`src/design/pps_pkg.sv`:
```
package pps_pkg;

	// Timebase
	localparam int CLK_MHZ = 100;
	localparam int TICK_MS = 100;
	localparam int TICK_CYCLES = TICK_MS * 1000 * CLK_MHZ;
	localparam int TMR_W = 16;

	// Fixed delays in milliseconds, then in ticks
	localparam int IFACE_OPEN_MS = 500;
	localparam int BAR_WARN_MS = 2000;
	localparam int BAR_DEACT_MS = 60000;
	localparam int PEER_SILENT_MS = 3000;
	localparam logic [TMR_W-1:0] IFACE_OPEN_TICKS = TMR_W'(IFACE_OPEN_MS / TICK_MS);
	localparam logic [TMR_W-1:0] BAR_WARN_TICKS = TMR_W'(BAR_WARN_MS / TICK_MS);
	localparam logic [TMR_W-1:0] BAR_DEACT_TICKS = TMR_W'(BAR_DEACT_MS / TICK_MS);
	localparam logic [TMR_W-1:0] PEER_SILENT_TICKS = TMR_W'(PEER_SILENT_MS / TICK_MS);

	// Register byte offsets
	localparam logic [7:0] REG_CTRL = 8'h00;
	localparam logic [7:0] REG_REV_SYNC_MAX = 8'h04;
	localparam logic [7:0] REG_LINE_DELAY = 8'h08;
	localparam logic [7:0] REG_FW_VERSION = 8'h0c;
	localparam logic [7:0] REG_EVT_STATUS = 8'h10;
	localparam logic [7:0] REG_EVT_ACK = 8'h14;
	localparam logic [7:0] REG_REPORT = 8'h18;

	// Control field positions
	localparam int CTRL_PARALLEL = 0;
	localparam int CTRL_MB_SYNC = 1;
	localparam int CTRL_HOT_EN = 2;
	localparam int CTRL_ROLE_MASTER = 3;
	localparam int CTRL_ROLE_BACKUP = 4;
	localparam int CTRL_MODE_LO = 8;
	localparam int CTRL_MODE_HI = 12;
	localparam logic [31:0] CTRL_RST = 32'h0000_0100;
	localparam logic [31:0] CTRL_MASK = 32'h0000_1f1f;
	localparam logic [15:0] FW_VERSION_RST = 16'h0001;

	// Operating modes
	typedef enum logic [4:0] {
		MODE_OFF = 5'b00001,
		MODE_MANUAL = 5'b00010,
		MODE_AUTO = 5'b00100,
		MODE_TEST = 5'b01000,
		MODE_REMOTE = 5'b10000
	} pps_mode_t;

	// Severity classes
	typedef enum logic [2:0] {
		SEV_NONE = 3'h0,
		SEV_WARNING = 3'h1,
		SEV_DEACT = 3'h2,
		SEV_ALARM = 3'h3
	} pps_sev_t;

	// Event indices
	localparam int EV_N = 11;
	localparam int EV_REV_SYNC = 0;
	localparam int EV_PARAM = 1;
	localparam int EV_LINE_OPEN = 2;
	localparam int EV_IFACE = 3;
	localparam int EV_FORCED = 4;
	localparam int EV_BUS_BAR = 5;
	localparam int EV_RED_CFG = 6;
	localparam int EV_MASTER_FAIL = 7;
	localparam int EV_RELAY = 8;
	localparam int EV_FW = 9;
	localparam int EV_BACKUP_FAIL = 10;

	// Event identifiers per index
	localparam logic [8:0] EV_CODE [EV_N] = '{
		9'h110, 9'h111, 9'h112, 9'h113, 9'h114, 9'h117,
		9'h11a, 9'h11b, 9'h11c, 9'h11d, 9'h11e
	};

	// Persistence timers
	localparam int TM_N = 5;
	localparam int TM_REV_SYNC = 0;
	localparam int TM_LINE = 1;
	localparam int TM_IFACE = 2;
	localparam int TM_BAR = 3;
	localparam int TM_SILENT = 4;

	// Plant pins, asynchronous
	typedef struct packed {
		logic mains_fail;
		logic iface_closed;
		logic gen_paralleled;
		logic line_open_di;
		logic relay_fb;
		logic bar_voltage;
		logic mains_breaker_closed;
		logic mains_live;
	} pps_pins_t;
	localparam int PIN_W = $bits(pps_pins_t);

	// Messages from bus logic, same clock
	typedef struct packed {
		logic sync_busy;
		logic peer_gen_closed;
		logic forced_evt;
		logic forced_alarm;
		logic master_fail;
		logic own_command;
		logic peer_msg;
		logic need_gen_close;
		logic [15:0] peer_fw;
	} pps_msg_t;

	// Event report
	typedef struct packed {
		logic any;
		logic [8:0] id;
		pps_sev_t sev;
	} pps_report_t;

endpackage

```
`src/design/pps_supervisor.sv`:
```
`timescale 1ns/1ps
// Function
// - Warn when mains-breaker sync overruns
// - Zero maximum sync time disables check
// - Sync check inhibited when not permitted
// - Sync check only in auto/test/remote
// - Incoherent plant parameters raise event always
// - Line-open input held for delay deactivates
// - Zero line-open delay disables protection
// - Interface breaker not open in 0.5s
// - Master-forced event raised on receipt
// - Expected bar voltage absent two seconds
// - Only missing expected voltage flagged
// - Escalate bar warning after sixty seconds in auto/test/remote
// - Invalid redundancy configuration raises alarm
// - Backup takes control on master failure
// - Warn on changeover relay feedback mismatch
// - Firmware mismatch alarms, redundancy unavailable
// - Master warns when backup goes silent
// - Redundancy anomalies off when disabled
module pps_supervisor
	import pps_pkg::*;
#(
	parameter int TICK_LEN = TICK_CYCLES
)
(
	// Clock and reset
	input wire logic clk_i,
	input wire logic rst_i,
	// Wishbone slave
	input wire logic wb_cyc_i,
	input wire logic wb_stb_i,
	input wire logic wb_we_i,
	input wire logic [7:0] wb_adr_i,
	input wire logic [3:0] wb_sel_i,
	input wire logic [31:0] wb_dat_i,
	output logic [31:0] wb_dat_o,
	output logic wb_ack_o,
	// Plant and bus inputs
	input wire pps_pins_t pins_i,
	input wire pps_msg_t msg_i,
	// Events and actions
	output logic [EV_N-1:0] event_active_o,
	output pps_report_t report_o,
	output logic take_control_o,
	output logic redundancy_ok_o
);

	logic [31:0] ctrl_q;
	logic [TMR_W-1:0] rev_sync_max_q;
	logic [TMR_W-1:0] line_delay_q;
	logic [15:0] fw_version_q;
	logic [31:0] wmask;
	logic wr_stb;
	logic [EV_N-1:0] ack_pulse_q;
	logic [PIN_W-1:0] s1_q, s2_q, s3_q, pin_q;
	pps_pins_t pin;
	logic [31:0] tick_cnt_q;
	logic tick_q;
	logic [TM_N-1:0] tm_run;
	logic [TMR_W-1:0] tm_cnt_q [TM_N];
	logic [EV_N-1:0] cond;
	logic [EV_N-1:0] cond_prev_q;
	logic [EV_N-1:0] active_q;
	pps_sev_t sev [EV_N];
	pps_mode_t mode;
	logic sync_mode, auto_mode, hot_en, role_master, role_backup;
	logic bar_expected, bar_escalate;
	logic [31:0] rd_d;
	pps_report_t report_d;

	// Control decode
	assign mode = pps_mode_t'(ctrl_q[CTRL_MODE_HI:CTRL_MODE_LO]);
	assign hot_en = ctrl_q[CTRL_HOT_EN];
	assign role_master = ctrl_q[CTRL_ROLE_MASTER];
	assign role_backup = ctrl_q[CTRL_ROLE_BACKUP];
	assign sync_mode = (mode == MODE_AUTO) || (mode == MODE_TEST) || (mode == MODE_REMOTE);
	assign auto_mode = sync_mode;

	// Wishbone byte lanes
	assign wr_stb = wb_cyc_i && wb_stb_i && wb_we_i && !wb_ack_o;
	always_comb
	begin
		for (int b = 0; b < 4; b++)
		begin
			wmask[b*8 +: 8] = {8{wb_sel_i[b]}};
		end
	end

	always_ff @(posedge clk_i)
	begin
		if (rst_i)
		begin
			wb_ack_o <= 1'b0;
		end
		else
		begin
			wb_ack_o <= wb_cyc_i && wb_stb_i && !wb_ack_o;
		end
	end

	// Configuration registers
	always_ff @(posedge clk_i)
	begin
		if (rst_i)
		begin
			ctrl_q <= CTRL_RST;
			rev_sync_max_q <= '0;
			line_delay_q <= '0;
			fw_version_q <= FW_VERSION_RST;
		end
		else if (wr_stb)
		begin
			unique case (wb_adr_i)
				REG_CTRL:
				begin
					ctrl_q <= ((ctrl_q & ~wmask) | (wb_dat_i & wmask)) & CTRL_MASK;
				end
				REG_REV_SYNC_MAX:
				begin
					rev_sync_max_q <= (rev_sync_max_q & ~wmask[TMR_W-1:0])
						| (wb_dat_i[TMR_W-1:0] & wmask[TMR_W-1:0]);
				end
				REG_LINE_DELAY:
				begin
					line_delay_q <= (line_delay_q & ~wmask[TMR_W-1:0])
						| (wb_dat_i[TMR_W-1:0] & wmask[TMR_W-1:0]);
				end
				REG_FW_VERSION:
				begin
					fw_version_q <= (fw_version_q & ~wmask[15:0]) | (wb_dat_i[15:0] & wmask[15:0]);
				end
				default:
				begin
				end
			endcase
		end
	end

	// Acknowledge strobes
	always_ff @(posedge clk_i)
	begin
		if (rst_i)
		begin
			ack_pulse_q <= '0;
		end
		else if (wr_stb && wb_adr_i == REG_EVT_ACK)
		begin
			ack_pulse_q <= wb_dat_i[EV_N-1:0] & wmask[EV_N-1:0];
		end
		else
		begin
			ack_pulse_q <= '0;
		end
	end

	// Read mux
	always_comb
	begin
		rd_d = '0;
		unique case (wb_adr_i)
			REG_CTRL: rd_d = ctrl_q;
			REG_REV_SYNC_MAX: rd_d[TMR_W-1:0] = rev_sync_max_q;
			REG_LINE_DELAY: rd_d[TMR_W-1:0] = line_delay_q;
			REG_FW_VERSION: rd_d[15:0] = fw_version_q;
			REG_EVT_STATUS: rd_d[EV_N-1:0] = active_q;
			REG_REPORT: rd_d[$bits(pps_report_t)-1:0] = report_o;
			default: rd_d = '0;
		endcase
	end

	always_ff @(posedge clk_i)
	begin
		if (rst_i)
		begin
			wb_dat_o <= '0;
		end
		else if (wb_cyc_i && wb_stb_i && !wb_ack_o)
		begin
			wb_dat_o <= rd_d;
		end
	end

	// Pin synchronisers with agreement filter
	always_ff @(posedge clk_i)
	begin
		if (rst_i)
		begin
			s1_q <= '0;
			s2_q <= '0;
			s3_q <= '0;
			pin_q <= '0;
		end
		else
		begin
			s1_q <= pins_i;
			s2_q <= s1_q;
			s3_q <= s2_q;
			pin_q <= (s3_q & ~(s2_q ^ s3_q)) | (pin_q & (s2_q ^ s3_q));
		end
	end
	assign pin = pps_pins_t'(pin_q);

	// Timebase tick
	always_ff @(posedge clk_i)
	begin
		if (rst_i)
		begin
			tick_cnt_q <= '0;
			tick_q <= 1'b0;
		end
		else if (tick_cnt_q == 32'(TICK_LEN - 1))
		begin
			tick_cnt_q <= '0;
			tick_q <= 1'b1;
		end
		else
		begin
			tick_cnt_q <= tick_cnt_q + 32'h0000_0001;
			tick_q <= 1'b0;
		end
	end

	// Timer run conditions
	// Expected but missing voltage
	assign bar_expected = msg_i.peer_gen_closed || (pin.mains_breaker_closed && pin.mains_live);
	always_comb
	begin
		tm_run[TM_REV_SYNC] = msg_i.sync_busy && ctrl_q[CTRL_PARALLEL] && ctrl_q[CTRL_MB_SYNC]
			&& sync_mode;
		tm_run[TM_LINE] = pin.line_open_di;
		tm_run[TM_IFACE] = pin.mains_fail && pin.gen_paralleled && pin.iface_closed;
		tm_run[TM_BAR] = msg_i.need_gen_close && bar_expected && !pin.bar_voltage;
		tm_run[TM_SILENT] = hot_en && role_master && !msg_i.peer_msg;
	end

	// Persistence timers
	genvar t;
	generate
		for (t = 0; t < TM_N; t++)
		begin : g_tmr
			always_ff @(posedge clk_i)
			begin
				if (rst_i)
				begin
					tm_cnt_q[t] <= '0;
				end
				else if (!tm_run[t])
				begin
					tm_cnt_q[t] <= '0;
				end
				else if (tick_q && tm_cnt_q[t] != '1)
				begin
					tm_cnt_q[t] <= tm_cnt_q[t] + TMR_W'(1);
				end
			end
		end
	endgenerate

	// Event conditions
	always_comb
	begin
		cond[EV_REV_SYNC] = tm_run[TM_REV_SYNC] && rev_sync_max_q != '0
			&& tm_cnt_q[TM_REV_SYNC] >= rev_sync_max_q;
		cond[EV_PARAM] = ctrl_q[CTRL_MB_SYNC] && !ctrl_q[CTRL_PARALLEL];
		cond[EV_LINE_OPEN] = tm_run[TM_LINE] && line_delay_q != '0
			&& tm_cnt_q[TM_LINE] >= line_delay_q;
		cond[EV_IFACE] = tm_run[TM_IFACE] && tm_cnt_q[TM_IFACE] >= IFACE_OPEN_TICKS;
		cond[EV_FORCED] = msg_i.forced_evt;
		cond[EV_BUS_BAR] = tm_run[TM_BAR] && tm_cnt_q[TM_BAR] >= BAR_WARN_TICKS;
		cond[EV_RED_CFG] = hot_en && (role_master == role_backup);
		cond[EV_MASTER_FAIL] = hot_en && role_backup && msg_i.master_fail;
		cond[EV_RELAY] = hot_en && (msg_i.own_command != pin.relay_fb);
		cond[EV_FW] = hot_en && (msg_i.peer_fw != fw_version_q);
		cond[EV_BACKUP_FAIL] = tm_run[TM_SILENT] && tm_cnt_q[TM_SILENT] >= PEER_SILENT_TICKS;
	end

	assign bar_escalate = auto_mode && tm_cnt_q[TM_BAR] >= BAR_DEACT_TICKS;

	// Severity per event
	always_comb
	begin
		sev[EV_REV_SYNC] = SEV_WARNING;
		sev[EV_PARAM] = SEV_ALARM;
		sev[EV_LINE_OPEN] = SEV_DEACT;
		sev[EV_IFACE] = SEV_ALARM;
		sev[EV_FORCED] = msg_i.forced_alarm ? SEV_ALARM : SEV_WARNING;
		sev[EV_BUS_BAR] = bar_escalate ? SEV_DEACT : SEV_WARNING;
		sev[EV_RED_CFG] = SEV_ALARM;
		sev[EV_MASTER_FAIL] = SEV_WARNING;
		sev[EV_RELAY] = SEV_WARNING;
		sev[EV_FW] = SEV_ALARM;
		sev[EV_BACKUP_FAIL] = SEV_WARNING;
	end

	always_ff @(posedge clk_i)
	begin
		if (rst_i)
		begin
			cond_prev_q <= '0;
			active_q <= '0;
		end
		else
		begin
			cond_prev_q <= cond;
			active_q <= (cond & ~cond_prev_q) | (active_q & cond & ~ack_pulse_q);
		end
	end
	assign event_active_o = active_q;

	always_comb
	begin
		report_d = '{any: 1'b0, id: 9'h000, sev: SEV_NONE};
		for (int e = EV_N - 1; e >= 0; e--)
		begin
			if (active_q[e])
			begin
				report_d = '{any: 1'b1, id: EV_CODE[e], sev: sev[e]};
			end
		end
	end

	// Actions
	always_ff @(posedge clk_i)
	begin
		if (rst_i)
		begin
			report_o <= '{any: 1'b0, id: 9'h000, sev: SEV_NONE};
			take_control_o <= 1'b0;
			redundancy_ok_o <= 1'b0;
		end
		else
		begin
			report_o <= report_d;
			take_control_o <= cond[EV_MASTER_FAIL];
			redundancy_ok_o <= hot_en && !cond[EV_FW] && !cond[EV_RED_CFG];
		end
	end

endmodule

```
`config.mk`:
```
export PLATFORM = sky130hd
export DESIGN_NAME = pps_supervisor
export DESIGN_NICKNAME = d
export VERILOG_FILES = /design/src/design/pps_pkg.sv /design/src/design/pps_supervisor.sv
export SDC_FILE = /design/constraint.sdc
export NUM_CORES = 1
export LEC_CHECK = 0
export BUFFER_PORTS_ARGS = -buffer_cell sky130_fd_sc_hd__buf_2
export CAP_MARGIN = 30
export CORE_ASPECT_RATIO = 2
export CORE_MARGIN = 2
export CORE_UTILIZATION = 40
export DETAILED_ROUTE_END_ITERATION = 10
export PLACE_DENSITY_LB_ADDON = 0.12
export SLEW_MARGIN = 20
export SYNTH_ARGS = -nofsm -noshare
export SYNTH_HDL_FRONTEND = slang
export SYNTH_SLANG_ARGS = --single-unit
```
`constraint.sdc`:
```
create_clock -name clk_i -period 3.9 [get_ports clk_i]
set_input_delay 0.39 -clock clk_i [delete_from_list [all_inputs] [get_ports clk_i]]
set_output_delay 0.39 -clock clk_i [all_outputs]
set_load 0.05 [all_outputs]
```
==> reports/metrics.csv, run 1 <==
stage,metric,value,unit
sta,setup_tns,0,ns
power_and_ir_drop,switch share,0.232,
cts,Post-CTS Resized,0,
critical_path,Worst R2R End,tm_cnt_q[0][3],
yosys,synth unique cells,64,
cts,clock latency on the worst-skew pair,0.55,ns
drt,DRC viols,0,
yosys,synth warn,0,
drt,total wire length,35.8,mm
sta,fin crit share,0.615,
place,dpl ws,1.16,ns
drt,vias,9971,
sta,"Hold Vio Cnt, Final",0,
outcome,status,"finished, final reports clean",
sta,RSZ-0062 raised after global routing,false,
yosys,Yosys reg bits,261,
sta,worst slew pin tran,0.878,ns
global_routing,global route overflow,0,
floorplanning,die area,33300,µm²
floorplanning,initial core utilization,0.404,
floorplanning,number of core rows,92,
yosys,asr flop ratio synth,0,
drt,WL per Instance,18.9,µm
yosys,mapped cell area,12700,µm²
power_and_ir_drop,Sw Pwr,1290,µW
yosys,Gate Count Post-Synth,1369,
finish,ant diodes,0,
floorplanning,CORE AREA,31400,µm²
yosys,"EDFF count, synth",80,
min_path,Hold WC Path Type,input port to flip-flop,
critical_path,Crit Reg-Reg Startpoint,tm_cnt_q[0][0],
global_routing,first-pass GRT wire length,55.1,mm
power_and_ir_drop,sequential share of power,0.508,
critical_path,crit path launch,tm_cnt_q[0][0],
place,IO Port Bufs,101,
critical_path,"setup slack, reg-to-reg",1.50,ns
critical_path,Critical Path RT,4.03,ns
global_routing,largest net degree at the start of global routing,95,
cts,TritonCTS clock tree,done,
critical_path,crit path launch type,flip-flop,
cts,CTS buffer count,25,
global_routing,initial antenna violation count,0,
cts,"CTS clk-pin slew, worst paths",0.06,ns
cts,setup bufs post-CTS,0,
place,DP Area,13500,µm²
global_routing,vias in the first global route,10100,
critical_path,critical path class,flip-flop to flip-flop,
drt,Detail Route Antenna Nets,0,
finish,"commonest cells after routing, fill and taps aside","dfxtp_1, nor2_1, nand2_1",
power_and_ir_drop,Gate power share,0.046,
finish,Area Growth Syn to Fin,12.5,%
power_and_ir_drop,LEAKAGE,0.00533,µW
finish,final net count,1578,
critical_path,largest driver fanout on the critical path,16,
power_and_ir_drop,internal power,4290,µW
critical_path,CP Capture Point,tm_cnt_q[0][3],
finish,ratio of cells with drive above 1 in the final layout,0.113,
place,GPL Wtd Cong,0.862,
global_routing,gr usage total,0.214,
place,dpl hpwl,27.4,mm
yosys,"Seq/Total Area, Yosys",0.475,
sta,fin. max-slew vios,0,
critical_path,Worst Setup End Kind,flip-flop,
cts,H-tree Lvls,1,
floorplanning,die span in x,130,µm
drt,DRT iter0 DRCs,497,
critical_path,Worst Reg-to-Reg Cells,6,
sta,# setup viols final,0,
cts,Post-CTS Hold Fix Bufs,0,
power_and_ir_drop,peak supply drop,0.286,mV
power_and_ir_drop,Clk pwr share,0.446,
floorplanning,Ports,140,
finish,cell area after layout,14300,µm²
yosys,top_reg_cell synth,dfxtp_1,
sta,crit path time final,2.40,ns
run,max-cap viol count,0,
min_path,hold path depth,2,
finish,"commonest non-fill, non-tap cell in the layout",dfxtp_1,
power_and_ir_drop,pwr dens,391,nW/µm²
drt,drt pass-1 iters,5,
critical_path,CP arrival,2.53,ns
cts,Clock Root Buffer,clkbuf_16,
cts,clock sink count,261,
sta,setup ws final,1.50,ns
floorplanning,Die H,256,µm
yosys,mean post-synth cell area,9.27,µm²
sta,relative slew slack,0.407,
drt,vias per cell,5.26,
cts,Longest Clk Path Bufs,3,
sta,Final Skew,0.0116,ns
sta,Max Freq,417,MHz
==> synth_stat cells (all sizes together) (16+ instances only) <==
cell	number	area (µm²)
a22o	16	140
xor2	85	744
edfxtp	80	2400
clkbuf	24	90.1
and3	24	150
and2	19	119
nor2	178	671
buf	41	288
nor2b	31	194
o21ai	28	140
dfxtp	181	3620
inv	52	195
nand2	170	638
nand4	32	213
nor4	26	229
xnor2	33	289
a21oi	74	370
nor3	22	133
ha	42	526
nand3	65	338
==> area by class of cell <==
class / instances / area [µm²]
Inverter: 52 / 195
Sequential cell: 261 / 6030
Timing Repair Buffer: 105 / 547
Multi-Input combinational cell: 1010 / 6170
Fill cell: 3084 / 17100
Clock inverter: 10 / 108
Tap cell: 423 / 529
Clock buffer: 35 / 713
==> power by group through the flow <==
stage,clock network [µW],logic [µW],registers (µW)
after global placement,0,258,2890
after global routing,2650,275,2840
after CTS,2550,259,2830
after detailed placement,0,258,2890
after floorplan,0,156,2910
final,2490,259,2830
==> stage by stage <==
stage | cells | hold WS [ns] | util | power, µW
3_3_place_gp | 1850 | 0.396 | 0.428 | 3150
3_5_place_dp | 1851 | 0.401 | 0.428 | 3150
6_report | 1896 | 0.0489 | 0.455 | 5580
4_1_cts | 1896 | 0.0327 | 0.455 | 5650
2_1_floorplan | 1388 | 0.388 | - | 3070
5_1_grt | 1896 | 0.0494 | 0.455 | 5760
==> routing by layer <==
metal,share of wire,wire length [µm],track usage,vias up
met2,0.55,19800,0.412,179
li1,-,-,-,4918
met4,0.056,1990,0.115,0
met5,0,0,0,-
met1,0.36,13000,0.217,4797
met3,0.028,995,0.0228,77
==> worst max-delay path: stages (launching register included) <==
cell	delay [ns]
edfxtp_1	0.41
ha_1	0.24
nand2_1	0.09
nor3_1	0.55
nand3_1	0.19
nand2_1	0.10
nand2_1	0.41
==> how the worst min path moves through the flow <==
stage,endpoint,from
3_5_place_dp,event_active_o[8],cond_prev_q[8]
4_1_cts,s1_q[1],pins_i[1]
5_1_grt,s1_q[1],pins_i[1]
2_1_floorplan,event_active_o[0],cond_prev_q[0]
6_report,s1_q[1],pins_i[1]
3_3_place_gp,event_active_o[8],cond_prev_q[8]
==> cells by family (layout without fill, tap and decap cells) <==
| family | Yosys count | in the layout | synth area share |
|---|---|---|---|
| muxes | 14 | 14 | 0.0114 |
| AOI/OAI and AO/OA | 195 | 195 | 0.0988 |
| other | 1 | 20 | 0.000295 |
| adders and majority gates | 42 | 42 | 0.0414 |
| DFF | 261 | 261 | 0.475 |
| buffers and inverters | 117 | 202 | 0.0451 |
| xor gates and xnor gates | 118 | 118 | 0.0814 |
| and+or+nand+nor | 621 | 621 | 0.247 |
(Power assumes the default switching activity.)
==> run 2, diff against run 1 <==
==> constraint.sdc (replaced) <==
create_clock -name clk_i -period 2.08 [get_ports clk_i]
set_input_delay 0.208 -clock clk_i [delete_from_list [all_inputs] [get_ports clk_i]]
set_output_delay 0.208 -clock clk_i [all_outputs]
set_load 0.05 [all_outputs]
==> reports/metrics.csv, run 2 (synthesis gave the netlist of run 1 again) <==
stage,metric,value,unit
drt,vias,10400,
sta,RSZ-0062 raised after global routing,false,
min_path,hold path depth,3,
drt,drt pass-1 iters,5,
finish,Area Growth Syn to Fin,20.7,%
critical_path,CP arrival,2.40,ns
critical_path,crit-path cells,"ha_1, a211o_1, a21oi_4, o211ai_1, a2111oi_4, buf_4, a211oi_1",
critical_path,critical path class,flip-flop to flip-flop,
finish,FILL cells,3044,
run,max-cap viol count,0,
finish,final net count,1690,
floorplanning,CORE AREA,31400,µm²
global_routing,gr usage total,0.222,
critical_path,crit path buf inv count,1,
finish,cell area after layout,15300,µm²
power_and_ir_drop,peak supply drop,0.685,mV
floorplanning,die area,33300,µm²
global_routing,vias in the first global route,10600,
drt,vias per cell,5.17,
floorplanning,Die H,256,µm
critical_path,crit path launch type,flip-flop,
critical_path,CP max stage delay,0.43,ns
cts,Longest Clk Path Bufs,3,
min_path,Hold WC Path Type,input port to flip-flop,
place,DP Area,14200,µm²
drt,Detail Route Antenna Nets,0,
drt,DRC viols,0,
sta,relative slew slack,0.567,
power_and_ir_drop,switch share,0.236,
sta,fin. max-slew vios,0,
global_routing,largest net degree at the start of global routing,44,
cts,TritonCTS clock tree,done,
power_and_ir_drop,Clk pwr share,0.434,
global_routing,first-pass GRT wire length,57.2,mm
place,placed insts,1934,
global_routing,global route overflow,0,
finish,ratio of cells with drive above 1 in the final layout,0.167,
floorplanning,die span in x,130,µm
drt,DRT iter0 DRCs,596,
critical_path,Critical Path RT,2.51,ns
cts,H-tree Lvls,1,
sta,worst slew pin tran,0.650,ns
critical_path,Worst R2R End,event_active_o[0],
power_and_ir_drop,Gate power share,0.055,
critical_path,Worst Reg-to-Reg Cells,7,
power_and_ir_drop,Sw Pwr,2460,µW
critical_path,"setup slack, reg-to-reg",0.11,ns
critical_path,Crit Reg-Reg Startpoint,tm_cnt_q[0][7],
sta,fin crit share,0.948,
drt,WL per Instance,18.1,µm
sta,"Hold Vio Cnt, Final",0,
place,GPL Wtd Cong,0.896,
power_and_ir_drop,internal power,7940,µW
sta,crit path time final,1.97,ns
finish,"Cell Count, Final, Fillers Out",2010,
min_path,hold path start,wb_dat_i[9],
power_and_ir_drop,sequential share of power,0.511,
finish,multi-input logic area,6240,µm²
cts,CTS buffer count,25,
sta,Fin Hold WS,0.0261,ns
place,dpl hpwl,28.2,mm
power_and_ir_drop,LEAKAGE,0.00594,µW
critical_path,largest driver fanout on the critical path,4,
floorplanning,Ports,140,
outcome,status,"finished, final reports clean",
sta,Final Skew,0.0105,ns
critical_path,Worst Setup End Kind,flip-flop,
power_and_ir_drop,pwr dens,678,nW/µm²
cts,"CTS clk-pin slew, worst paths",0.07,ns
drt,total wire length,36.4,mm
critical_path,"CP delay by family, top",compound AO/OA/AOI/OAI gates,
critical_path,slowest CP cell,edfxtp_1,
place,IO Port Bufs,101,
finish,register area,6030,µm²
floorplanning,initial core utilization,0.404,
finish,"commonest cells after routing, fill and taps aside","nor2_1, dfxtp_1, nand2_1",
finish,"Core Util, Final",0.488,
cts,clock sink count,261,
global_routing,initial antenna violation count,6,
sta,# setup viols final,0,
floorplanning,number of core rows,92,
sta,Max Freq,507,MHz
cts,clock latency on the worst-skew pair,0.55,ns
cts,Clock Root Buffer,clkbuf_16,
## run 2: changes by cell type in the layout (fill, tap and decap cells not counted), sizes merged, moves of 2 or more
cell / previous run / this run
dlygate4sd3: 0 / 25
clkinv: 4 / 8
buf: 105 / 192
bufinv: 2 / 0
## run 2: metrics by stage
step | worst slack [ns] | total power [µW] | TNS (ns)
6_report | 0.108 | 10400 | 0
5_1_grt | 0.0101 | 10700 | 0
4_1_cts | 0.0154 | 10500 | 0
3_5_place_dp | -0.317 | 5950 | -0.628
3_3_place_gp | -0.260 | 5950 | -0.513
2_1_floorplan | 0.0421 | 5750 | 0
## run 2: cell type report
cell class | count | area share
inverters | 52 | 0.0127
multi-input cells | 1010 | 0.407
well taps | 423 | 0.0345
diodes | 1 | 0.000163
clock inverters | 10 | 0.00376
flip-flops and latches | 261 | 0.394
repair buffers | 217 | 0.0998
clock buffers | 36 | 0.0483
## run 2: routing by layer
metal / routed length (µm) / global-route usage / up-vias
met5: 71 / 0 / -
met4: 2300 / 0.128 / 10
met3: 1400 / 0.0334 / 89
met2: 19500 / 0.412 / 212
met1: 13200 / 0.228 / 4935
li1: - / - / 5144
## run 2: power by group through the flow
stage	combinational (µW)	clock (µW)	sequential, µW
global route	604	4830	5310
floorplan	292	0	5460
finish	568	4520	5310
global placement	528	0	5420
CTS	568	4650	5310
detailed placement	530	0	5420
## run 2: worst register-to-register path: stages, from the launching register on
cell and delay (ns):
edfxtp_1 0.43, ha_1 0.22, a211o_1 0.30, a21oi_4 0.14
o211ai_1 0.16, a2111oi_4 0.40, buf_4 0.17, a211oi_1 0.03
## run 2: worst max path at each step
stage	start	to	slack (ns)	cells past startpoint
2_1_floorplan	tm_cnt_q[1][9]	tm_cnt_q[1][0]	0.04	5
3_3_place_gp	tm_cnt_q[0][5]	event_active_o[0]	-0.26	7
3_5_place_dp	tm_cnt_q[0][5]	event_active_o[0]	-0.32	7
4_1_cts	tm_cnt_q[0][5]	cond_prev_q[0]	0.02	7
5_1_grt	tm_cnt_q[1][13]	cond_prev_q[2]	0.01	6
6_report	tm_cnt_q[0][7]	event_active_o[0]	0.11	7
## run 2: what timing repair did
action | 4_1_cts | 5_1_grt
pin swaps | 1 | 4
setup buffers | 0 | 4
hold buffers | 25 | 0
gates resized for setup | 4 | 11
endpoints found under the hold margin | 51 | 0
setup endpoints to repair | 2 | 4
